**config.mk**
```make
export PLATFORM = sky130hd
export DESIGN_NAME = wdtw_top
export DESIGN_NICKNAME = d
export VERILOG_FILES = /design/src/hw/wdtw_pkg.sv /design/src/hw/wdtw_top.sv /design/src/hw/wdtw_scaler.sv
export VERILOG_INCLUDE_DIRS = /design/src /design/src/hw
export SDC_FILE = /design/constraint.sdc
export NUM_CORES = 1
export LEC_CHECK = 0
export ABC_AREA = 1
export BUFFER_PORTS_ARGS = -buffer_cell sky130_fd_sc_hd__buf_2
export CORE_ASPECT_RATIO = 0.9
export CORE_MARGIN = 2
export CORE_UTILIZATION = 51
export CTS_CLUSTER_SIZE = 28
export DETAILED_ROUTE_END_ITERATION = 12
export HOLD_SLACK_MARGIN = 0.15
export PLACE_DENSITY = 0.77
export SYNTH_ARGS = -nofsm -noshare
export SYNTH_HDL_FRONTEND = slang
export SYNTH_SLANG_ARGS = --single-unit
```
**constraint.sdc**
```tcl
create_clock -name i_core_clk -period 2.7 [get_ports i_core_clk]
set_input_delay 0.54 -clock i_core_clk [delete_from_list [all_inputs] [get_ports i_core_clk]]
set_output_delay 0.54 -clock i_core_clk [all_outputs]
set_load 0.01 [all_outputs]
```
**src/hw/wdtw_consts.svh**
```systemverilog
// Purpose: Offsets, field positions, reset values and timing counts of the windowed watchdog
// Assumes: Included by bare name from the top and scaler source files; the package does not include it
// Notes:   Definitions only
`ifndef WDTW_CONSTS_SVH
`define WDTW_CONSTS_SVH

// ----------------------------------------------------------------------------
// Timing
// ----------------------------------------------------------------------------
`define WDTW_CORE_FREQ_KHZ      20000
`define WDTW_OSC_FREQ_KHZ       32
`define WDTW_OSC_DIV            (`WDTW_CORE_FREQ_KHZ / `WDTW_OSC_FREQ_KHZ)
`define WDTW_BASE_PERIOD_32_MS  1
`define WDTW_BASE_PERIOD_128_MS 4
`define WDTW_PRE_LAST_32        (7'(`WDTW_OSC_FREQ_KHZ * `WDTW_BASE_PERIOD_32_MS - 1))
`define WDTW_PRE_LAST_128       (7'(`WDTW_OSC_FREQ_KHZ * `WDTW_BASE_PERIOD_128_MS - 1))

// ----------------------------------------------------------------------------
// Register offsets
// ----------------------------------------------------------------------------
`define WDTW_ADDR_STATUS        8'h00
`define WDTW_ADDR_CONFIG        8'h04
`define WDTW_ADDR_COUNT         8'h08

// ----------------------------------------------------------------------------
// Field positions and reset values
// ----------------------------------------------------------------------------
`define WDTW_ST_SOFT_EN         5
`define WDTW_ST_TIMEOUT         4
`define WDTW_ST_SLEEP           3
`define WDTW_ST_IDLE            2
`define WDTW_CFG_POST_LSB       0
`define WDTW_CFG_PRE_SEL        4
`define WDTW_CFG_WIN_DIS        6
`define WDTW_CFG_HARD_EN        7
`define WDTW_CONFIG_RESET       8'h5f

`endif

```
**src/hw/wdtw_pkg.sv**
```systemverilog
// Purpose: Types shared by the windowed watchdog
// Assumes: Nothing
// Notes:   Constants live in wdtw_consts.svh
package wdtw_pkg;

  // Power mode of the core as seen by the watchdog
  typedef enum logic [1:0] {
    WDTW_RUN   = 2'b00,
    WDTW_SLEEP = 2'b01,
    WDTW_IDLE  = 2'b10
  } wdtw_pmode_t;

endpackage : wdtw_pkg

```
**src/hw/wdtw_top.sv**
```systemverilog
// Purpose: Windowed watchdog timer with register port and core event inputs
// Assumes: Core event inputs come from logic on i_core_clk; i_rst_n is power-on reset
// Notes:   The oscillator is modelled as a tick divided from the core clock
`timescale 1ns/10ps
`default_nettype none
`include "wdtw_consts.svh"
module wdtw_top #(
  parameter int P_OSC_DIV = `WDTW_OSC_DIV
) (
  input  wire logic        i_core_clk,
  input  wire logic        i_rst_n,
  input  wire logic [7:0]  i_addr,
  input  wire logic [31:0] i_wdata,
  input  wire logic        i_wr,
  input  wire logic        i_rd,
  output logic      [31:0] o_rdata,
  input  wire logic        i_watchdog_clear_instr,
  input  wire logic        i_power_save_instr,
  input  wire logic        i_power_save_idle,
  input  wire logic        i_clk_switch_done,
  input  wire logic        i_dev_reset,
  input  wire logic        i_wake_event,
  output logic             o_low_power_rc_osc_enable,
  output logic             o_wdt_reset_req,
  output logic             o_wake
);

  // ----------------------------------------------------------------------------
  // Declarations
  // ----------------------------------------------------------------------------
  localparam logic [7:0]     CFG_RESET = `WDTW_CONFIG_RESET; // Named so its bits can be selected
  logic [9:0]                osc_div_q;
  logic                      osc_tick;
  logic                      soft_en_q;
  logic                      timeout_flag_q;
  logic                      sleep_flag_q;
  logic                      idle_flag_q;
  logic [3:0]                post_sel_q;
  logic                      pre_sel_q;
  logic                      window_disable_q;
  logic                      hard_en_q;
  wdtw_pkg::wdtw_pmode_t     pmode_q;
  wdtw_pkg::wdtw_pmode_t     pmode_d;
  logic [31:0]               rdata_q;
  logic                      reset_req_q;
  logic                      wake_q;
  logic                      run;
  logic                      in_low_power;
  logic                      clr_instr;
  logic                      enter_lp;
  logic                      exit_lp;
  logic                      early_clear;
  logic                      scaler_clear;
  logic                      timeout;
  logic                      timeout_evt;
  logic                      window_open;
  logic [6:0]                pre_cnt;
  logic [14:0]               post_cnt;
  logic                      we_status;
  logic                      we_config;
  logic [31:0]               rd_mux;

  // ----------------------------------------------------------------------------
  // Enable and core events
  // ----------------------------------------------------------------------------
  // Hard enable overrides soft enable, so clearing soft enable cannot stop a forced watchdog
  assign run               = hard_en_q | soft_en_q;
  assign o_low_power_rc_osc_enable = run;
  assign in_low_power      = (pmode_q != wdtw_pkg::WDTW_RUN);
  // Clear only counts during normal execution
  assign clr_instr         = i_watchdog_clear_instr & ~in_low_power;
  assign enter_lp          = i_power_save_instr & ~in_low_power & ~i_dev_reset; // Reset wins
  // A clear arriving with a time-out wins, since the core did service it
  assign timeout_evt       = timeout & ~clr_instr & ~i_dev_reset & ~i_clk_switch_done
                             & ~enter_lp;
  assign exit_lp           = in_low_power & (i_wake_event | timeout_evt);
  assign early_clear       = clr_instr & run & ~window_disable_q & ~window_open;

  // Every clearing event, and a stopped watchdog, restarts the whole chain
  assign scaler_clear = ~run | i_dev_reset
                        | i_clk_switch_done
                        | enter_lp
                        | exit_lp
                        | clr_instr;

  // ----------------------------------------------------------------------------
  // Low-power oscillator model
  // ----------------------------------------------------------------------------
  // Runs only while the watchdog is on, saving power otherwise
  always_ff @(posedge i_core_clk) begin
    if (!i_rst_n || !run) begin
      osc_div_q <= 10'h000;
    end else if (osc_div_q == 10'(P_OSC_DIV - 1)) begin
      osc_div_q <= 10'h000;
    end else begin
      osc_div_q <= osc_div_q + 10'h001;
    end
  end
  assign osc_tick = run & (osc_div_q == 10'(P_OSC_DIV - 1));

  // ----------------------------------------------------------------------------
  // Prescaler and postscaler
  // ----------------------------------------------------------------------------
  wdtw_scaler u_scaler (
    .i_core_clk    (i_core_clk),
    .i_rst_n       (i_rst_n),
    .i_tick        (osc_tick),
    .i_clear       (scaler_clear),
    .i_pre_sel     (pre_sel_q),
    .i_post_sel    (post_sel_q),
    .o_timeout     (timeout),
    .o_window_open (window_open),
    .o_pre_cnt     (pre_cnt),
    .o_post_cnt    (post_cnt)
  );

  // ----------------------------------------------------------------------------
  // Power mode tracking
  // ----------------------------------------------------------------------------
  always_comb begin
    pmode_d = pmode_q;
    unique case (pmode_q)
      wdtw_pkg::WDTW_RUN: begin
        if (enter_lp) begin
          pmode_d = i_power_save_idle ? wdtw_pkg::WDTW_IDLE : wdtw_pkg::WDTW_SLEEP;
        end
      end
      wdtw_pkg::WDTW_SLEEP, wdtw_pkg::WDTW_IDLE: begin
        // Time-out here resumes execution rather than resetting
        if (exit_lp) begin
          pmode_d = wdtw_pkg::WDTW_RUN;
        end
      end
      default: begin
        pmode_d = wdtw_pkg::WDTW_RUN;
      end
    endcase
  end

  // Device reset always returns the core to normal execution
  always_ff @(posedge i_core_clk) begin
    if (!i_rst_n || i_dev_reset) begin
      pmode_q <= wdtw_pkg::WDTW_RUN;
    end else begin
      pmode_q <= pmode_d;
    end
  end

  // ----------------------------------------------------------------------------
  // Time-out outcomes
  // ----------------------------------------------------------------------------
  // Reset request for a time-out in run mode or a clear outside the window
  always_ff @(posedge i_core_clk) begin
    if (!i_rst_n) begin
      reset_req_q <= 1'b0;
    end else begin
      reset_req_q <= (timeout_evt & ~in_low_power) | early_clear;
    end
  end
  assign o_wdt_reset_req = reset_req_q;

  // Wake pulse for a time-out in sleep or idle
  always_ff @(posedge i_core_clk) begin
    if (!i_rst_n) begin
      wake_q <= 1'b0;
    end else begin
      wake_q <= timeout_evt & in_low_power;
    end
  end
  assign o_wake = wake_q;

  // ----------------------------------------------------------------------------
  // Status register
  // ----------------------------------------------------------------------------
  assign we_status = i_wr & (i_addr == `WDTW_ADDR_STATUS);
  assign we_config = i_wr & (i_addr == `WDTW_ADDR_CONFIG);

  // Soft enable dies with any device reset
  always_ff @(posedge i_core_clk) begin
    if (!i_rst_n || i_dev_reset) begin
      soft_en_q <= 1'b0;
    end else if (we_status) begin
      soft_en_q <= i_wdata[`WDTW_ST_SOFT_EN];
    end
  end

  // Flag survives the reset it causes; only power-on or software clears it
  always_ff @(posedge i_core_clk) begin
    if (!i_rst_n) begin
      timeout_flag_q <= 1'b0;
    end else if (timeout_evt) begin
      timeout_flag_q <= 1'b1;
    end else if (we_status) begin
      timeout_flag_q <= i_wdata[`WDTW_ST_TIMEOUT];
    end
  end

  // Sleep and idle flags stay set until software writes them clear
  always_ff @(posedge i_core_clk) begin
    if (!i_rst_n) begin
      sleep_flag_q <= 1'b0;
      idle_flag_q  <= 1'b0;
    end else begin
      if (enter_lp && !i_power_save_idle) begin
        sleep_flag_q <= 1'b1;
      end else if (we_status) begin
        sleep_flag_q <= i_wdata[`WDTW_ST_SLEEP];
      end
      if (enter_lp && i_power_save_idle) begin
        idle_flag_q <= 1'b1;
      end else if (we_status) begin
        idle_flag_q <= i_wdata[`WDTW_ST_IDLE];
      end
    end
  end

  // ----------------------------------------------------------------------------
  // Configuration word
  // ----------------------------------------------------------------------------
  // Held in flops so software can stand in for fuse programming
  always_ff @(posedge i_core_clk) begin
    if (!i_rst_n) begin
      post_sel_q       <= CFG_RESET[`WDTW_CFG_POST_LSB +: 4];
      pre_sel_q        <= CFG_RESET[`WDTW_CFG_PRE_SEL];
      window_disable_q <= CFG_RESET[`WDTW_CFG_WIN_DIS];
      hard_en_q        <= CFG_RESET[`WDTW_CFG_HARD_EN];
    end else if (we_config) begin
      post_sel_q       <= i_wdata[`WDTW_CFG_POST_LSB +: 4];
      pre_sel_q        <= i_wdata[`WDTW_CFG_PRE_SEL];
      window_disable_q <= i_wdata[`WDTW_CFG_WIN_DIS];
      hard_en_q        <= i_wdata[`WDTW_CFG_HARD_EN];
    end
  end

  // ----------------------------------------------------------------------------
  // Read port
  // ----------------------------------------------------------------------------
  always_comb begin
    rd_mux = 32'h0000_0000;
    unique case (i_addr)
      `WDTW_ADDR_STATUS: begin
        rd_mux[`WDTW_ST_SOFT_EN] = soft_en_q;
        rd_mux[`WDTW_ST_TIMEOUT] = timeout_flag_q;
        rd_mux[`WDTW_ST_SLEEP]   = sleep_flag_q;
        rd_mux[`WDTW_ST_IDLE]    = idle_flag_q;
      end
      `WDTW_ADDR_CONFIG: begin
        rd_mux[`WDTW_CFG_POST_LSB +: 4] = post_sel_q;
        rd_mux[`WDTW_CFG_PRE_SEL]       = pre_sel_q;
        rd_mux[`WDTW_CFG_WIN_DIS]       = window_disable_q;
        rd_mux[`WDTW_CFG_HARD_EN]       = hard_en_q;
      end
      `WDTW_ADDR_COUNT: begin
        rd_mux[21:0] = {post_cnt, pre_cnt};
      end
      default: begin
        rd_mux = 32'h0000_0000;
      end
    endcase
  end

  // Data valid only in the cycle after the strobe, zero otherwise
  always_ff @(posedge i_core_clk) begin
    if (!i_rst_n) begin
      rdata_q <= 32'h0000_0000;
    end else begin
      rdata_q <= i_rd ? rd_mux : 32'h0000_0000;
    end
  end
  assign o_rdata = rdata_q;
endmodule : wdtw_top
`default_nettype wire

```
**src/hw/wdtw_scaler.sv**
```systemverilog
// Purpose: Prescaler and postscaler chain of the watchdog, with window detection
// Assumes: i_tick is a one-cycle pulse per low-power oscillator period
// Notes:   Clear has priority over counting
`timescale 1ns/10ps
`default_nettype none
`include "wdtw_consts.svh"
module wdtw_scaler (
  input  wire logic        i_core_clk,
  input  wire logic        i_rst_n,
  input  wire logic        i_tick,
  input  wire logic        i_clear,
  input  wire logic        i_pre_sel,
  input  wire logic [3:0]  i_post_sel,
  output logic             o_timeout,
  output logic             o_window_open,
  output logic [6:0]       o_pre_cnt,
  output logic [14:0]      o_post_cnt
);

  logic [6:0]  pre_cnt_q;
  logic [14:0] post_cnt_q;
  logic [6:0]  pre_last;
  logic [14:0] post_last;
  logic        pre_wrap;
  logic [21:0] elapsed;
  logic [4:0]  top_bit;

  // ----------------------------------------------------------------------------
  // Terminal counts
  // ----------------------------------------------------------------------------
  // Greater-or-equal so a shrinking selection mid-period cannot strand the count
  assign pre_last   = i_pre_sel ? `WDTW_PRE_LAST_128 : `WDTW_PRE_LAST_32;
  assign post_last  = 15'((16'h0001 << i_post_sel) - 16'h0001);
  assign pre_wrap   = i_tick & (pre_cnt_q >= pre_last);
  assign o_timeout  = pre_wrap & (post_cnt_q >= post_last);
  assign o_pre_cnt  = pre_cnt_q;
  assign o_post_cnt = post_cnt_q;

  // Prescaler, 5 or 7 bits used
  always_ff @(posedge i_core_clk) begin
    if (!i_rst_n || i_clear) begin
      pre_cnt_q <= 7'h00;
    end else if (i_tick) begin
      pre_cnt_q <= pre_wrap ? 7'h00 : pre_cnt_q + 7'h01;
    end
  end

  // Postscaler steps once per prescaler wrap
  always_ff @(posedge i_core_clk) begin
    if (!i_rst_n || i_clear) begin
      post_cnt_q <= 15'h0000;
    end else if (pre_wrap) begin
      post_cnt_q <= o_timeout ? 15'h0000 : post_cnt_q + 15'h0001;
    end
  end

  // ----------------------------------------------------------------------------
  // Window: last quarter means both top bits of elapsed time are set
  // ----------------------------------------------------------------------------
  always_comb begin
    elapsed = i_pre_sel ? {post_cnt_q, pre_cnt_q} : {2'b00, post_cnt_q, pre_cnt_q[4:0]};
    top_bit = {1'b0, i_post_sel} + (i_pre_sel ? 5'h07 : 5'h05);
  end
  assign o_window_open = elapsed[top_bit - 5'h01] & elapsed[top_bit - 5'h02];
endmodule : wdtw_scaler
`default_nettype wire

```
==> qor.yml <==
status:
  status: "complete, but fails checks"
  violations: "setup timing"
power_and_ir_drop:
  p_sw_uw: 432
  clkPwrFrac_pct: 42.2
  p_total_mw: 1.89
  p_int_mw: 1.46
  p_comb_share_pct: 3.7
  peakVddDrop_v: 0.000310
  power.density_nw_per_um2: 340
  swShare_pct: 22.9
  power_leakage_nw: 2.48
  pwr-share-seq_pct: 54.1
route:
  firstDrtPassIters: 7
  drc: 0
  vias_per_cell: 5.33
  first_iter_violations: 409
  post_drt_wl_per_cell_um: 13.8
  ant_nets: 0
  routed_wl_um: 11900
  num_vias: 4620
yosys:
  ys_seq_area_share_pct: 30.8
  async_reset_ff_share_pct: 0
  synthTopCellsByArea: "dfxtp_1, nand2_1, inv_1"
  yosysTopAreaCellShare_pct: 30.8
  synth-warning-count: 0
  yosys.area.top_type: "dfxtp_1"
  syn-mean-instance-area_um2: 6.84
  syn_inst: 657
  ys.flop_type: "dfxtp_1"
  synth.most_common_cell: "nand2_1"
  synth_edf_count: 0
  synth_area_um2: 4490
  synth.distinct_cells: 48
  ys_ff_latch: 69
  synth_common_cells: "nand2_1, inv_1, nor2_1, dfxtp_1, o21ai_0"
global_routing:
  grt_pass1_wl_um: 19100
  grtUsageTotal_pct: 24.9
  grt_pass1_vias: 4179
  antenna_found_initial: 0
  use_met3_pct: 3.59
  grt-ovfl-total: 0
  grt_util_met2_pct: 40.5
  grt_max_degree: 35
  use_met1_pct: 33.5
  top_usage_layer: "met2"
placement:
  dp_hpwl_um: 8830
  port_buffers: 50
  detailedPlace.worstSlack_ns: -0.317
  placed_area_um2: 4970
  dp.cells: 838
  gp_congestion: 0.933
cts:
  clk_pin_slew_ns: 0.07
  cts_buffers: 9
  cts-root-buf: "clkbuf_8"
  clk_latency_ns: 0.34
  cts.path.max_buffers: 2
  cts_hold_buf: 0
  h-tree-depth: 3
  cts_tree: "done"
  clock_sinks: 69
sta:
  period_needed_ns: 2.70
  worst_pin_slew_ns: 0.723
  relSlewSlack_pct: 51.6
  finalHoldViolations: 0
  setup_viol: 1
  rsz0062_at_grt: "true"
  max_freq_ghz: 0.370
  hold_slack_ns: 0.423
  finClkSkew_ns: 0.00767
  maxSlewViolCount: 0
  setup_ws_ns: -0.00171
  final.setup.tns_ns: -0.00171
  period_share_pct: 100
min_path:
  hp-class: "input port to register"
final_layout:
  layout-drive-gt1-share_pct: 24.5
  area_growth_pct: 23.5
  antenna_cells: 0
  seqCellArea_um2: 1390
  final_core_util_pct: 64.8
  multiInputGateArea_um2: 2920
  fin_nets: 822
  post-route-cell-area_um2: 5550
  fillerInstances: 779
  final_cells: 866
setup_path:
  slowest_delay_ns: 0.34
  cpMaxStageDelayCell: "dfxtp_2"
  endpoint_kind: "register"
  critPathMaxFanout: 6
  critPathArrivalTime_ns: 2.98
  cpLargestDelayFamily: "simple AND/OR/NAND/NOR gates"
  critPathBufInv: 3
  path_class: "register to register"
  critPathLaunchType: "register"
  cp_cell_sequence: "nor2_4, nand3_2, ha_4, o21ai_4, inv_2, nand2_2, nor2_4, a31oi_4, ha_4, buf_6, a21oi_2, o21ai_1, nand2_1, nand3_4, nand2_4, o2111ai_4, buf_6, nor3b_2"
  worst_ep_required_time_ns: 2.98
die:
  dieArea_um2: 9580
  die_h_um: 93.0
  num_rows: 32
  die_w_um: 103
  coreArea_um2: 8570
  start_util_pct: 52.4
  num_io_pins: 85
flow_run:
  cap_violations: 0
## layout by cell type, fill, tap and decap left out, types with 14 or more instances in the layout
cell type  netlist  routed
nor2_2           3      14
nor2_1          82      68
o21ai_0         38      36
a21oi_1         29      19
nand2_1        150     139
xor2_1          17      17
o211ai_1        15      15
dfxtp_1         69      65
buf_2            8      51
nand3_1         37      33
buf_4           10      30
ha_1            27      24
inv_1           93      91
## sequential cells by signal (all words and copies together), names as in the netlist
register and count:
hard_en_q 1, idle_flag_q 1, o_rdata 22, o_wake 1, o_wdt_reset_req 1, osc_div_q 10, pmode_q 2, post_sel_q 4
pre_sel_q 1, sleep_flag_q 1, soft_en_q 1, timeout_flag_q 1, u_scaler.o_post_cnt 15, u_scaler.o_pre_cnt 7, window_disable_q 1
## cells by family (layout without fill, tap and decap cells)
family,count (synthesis),count (layout),synth area share (%)
flip-flops,69,69,30.8
buffers and inverters,116,197,10.9
adder cells (fa/ha/maj),28,28,7.97
other,1,10,0.0835
AO/OA/AOI/OAI,98,98,12.7
AND/OR/NAND/NOR,327,327,34.0
XOR/XNOR,18,18,3.51
## metal layers
| metal | part of all wire, % | up-vias |
|---|---|---|
| met5 | 0 | - |
| met4 | 2.1 | 0 |
| met3 | 6.2 | 24 |
| met2 | 48 | 142 |
| met1 | 43 | 2165 |
| li1 | - | 2289 |
## path summary, 6_finish.rpt
path	start	to	cells after the start	slack, ns
max	post_sel_q[2]	u_scaler.o_post_cnt[4]	18	-0.002
min	i_wdata[1]	post_sel_q[1]	3	0.42
max reg2reg	post_sel_q[2]	u_scaler.o_post_cnt[4]	18	-0.002
min reg2reg	osc_div_q[9]	osc_div_q[9]	1	0.45
## tightest hold or removal path: cells and delay by family
| kind | cells | cell delay, ns |
|---|---|---|
| AND/OR/NAND/NOR | 1 | 0.04 |
| buffers and inverters | 1 | 0.08 |
| AO/OA/AOI/OAI | 1 | 0.07 |
## power groups by stage
stage               clock, mW  sequential (mW)  combinational (mW)
floorplan                   0             1.04              0.0454
global placement            0             1.04              0.0611
detailed placement          0             1.04              0.0633
CTS                     0.813             1.02              0.0667
global route            0.843             1.02              0.0777
finish                  0.798             1.02              0.0696
## cell type report
type	count	area share (%)
clock buffers	9	2.23
well taps	119	2.68
flip-flops and latches	69	25.0
repair buffers	88	10.1
inverters	95	6.43
multi-input cells	481	52.6
clock inverters	5	0.970
## what timing repair did
action                     in CTS  in global routing
pin swaps                      13                 28
hold endpoints to repair        0                  0
buffers inserted               10                  3
cloned                          1                  0
gates resized for setup        25                 50
setup endpoints to repair      27                 27
(Power assumes the default switching activity.)
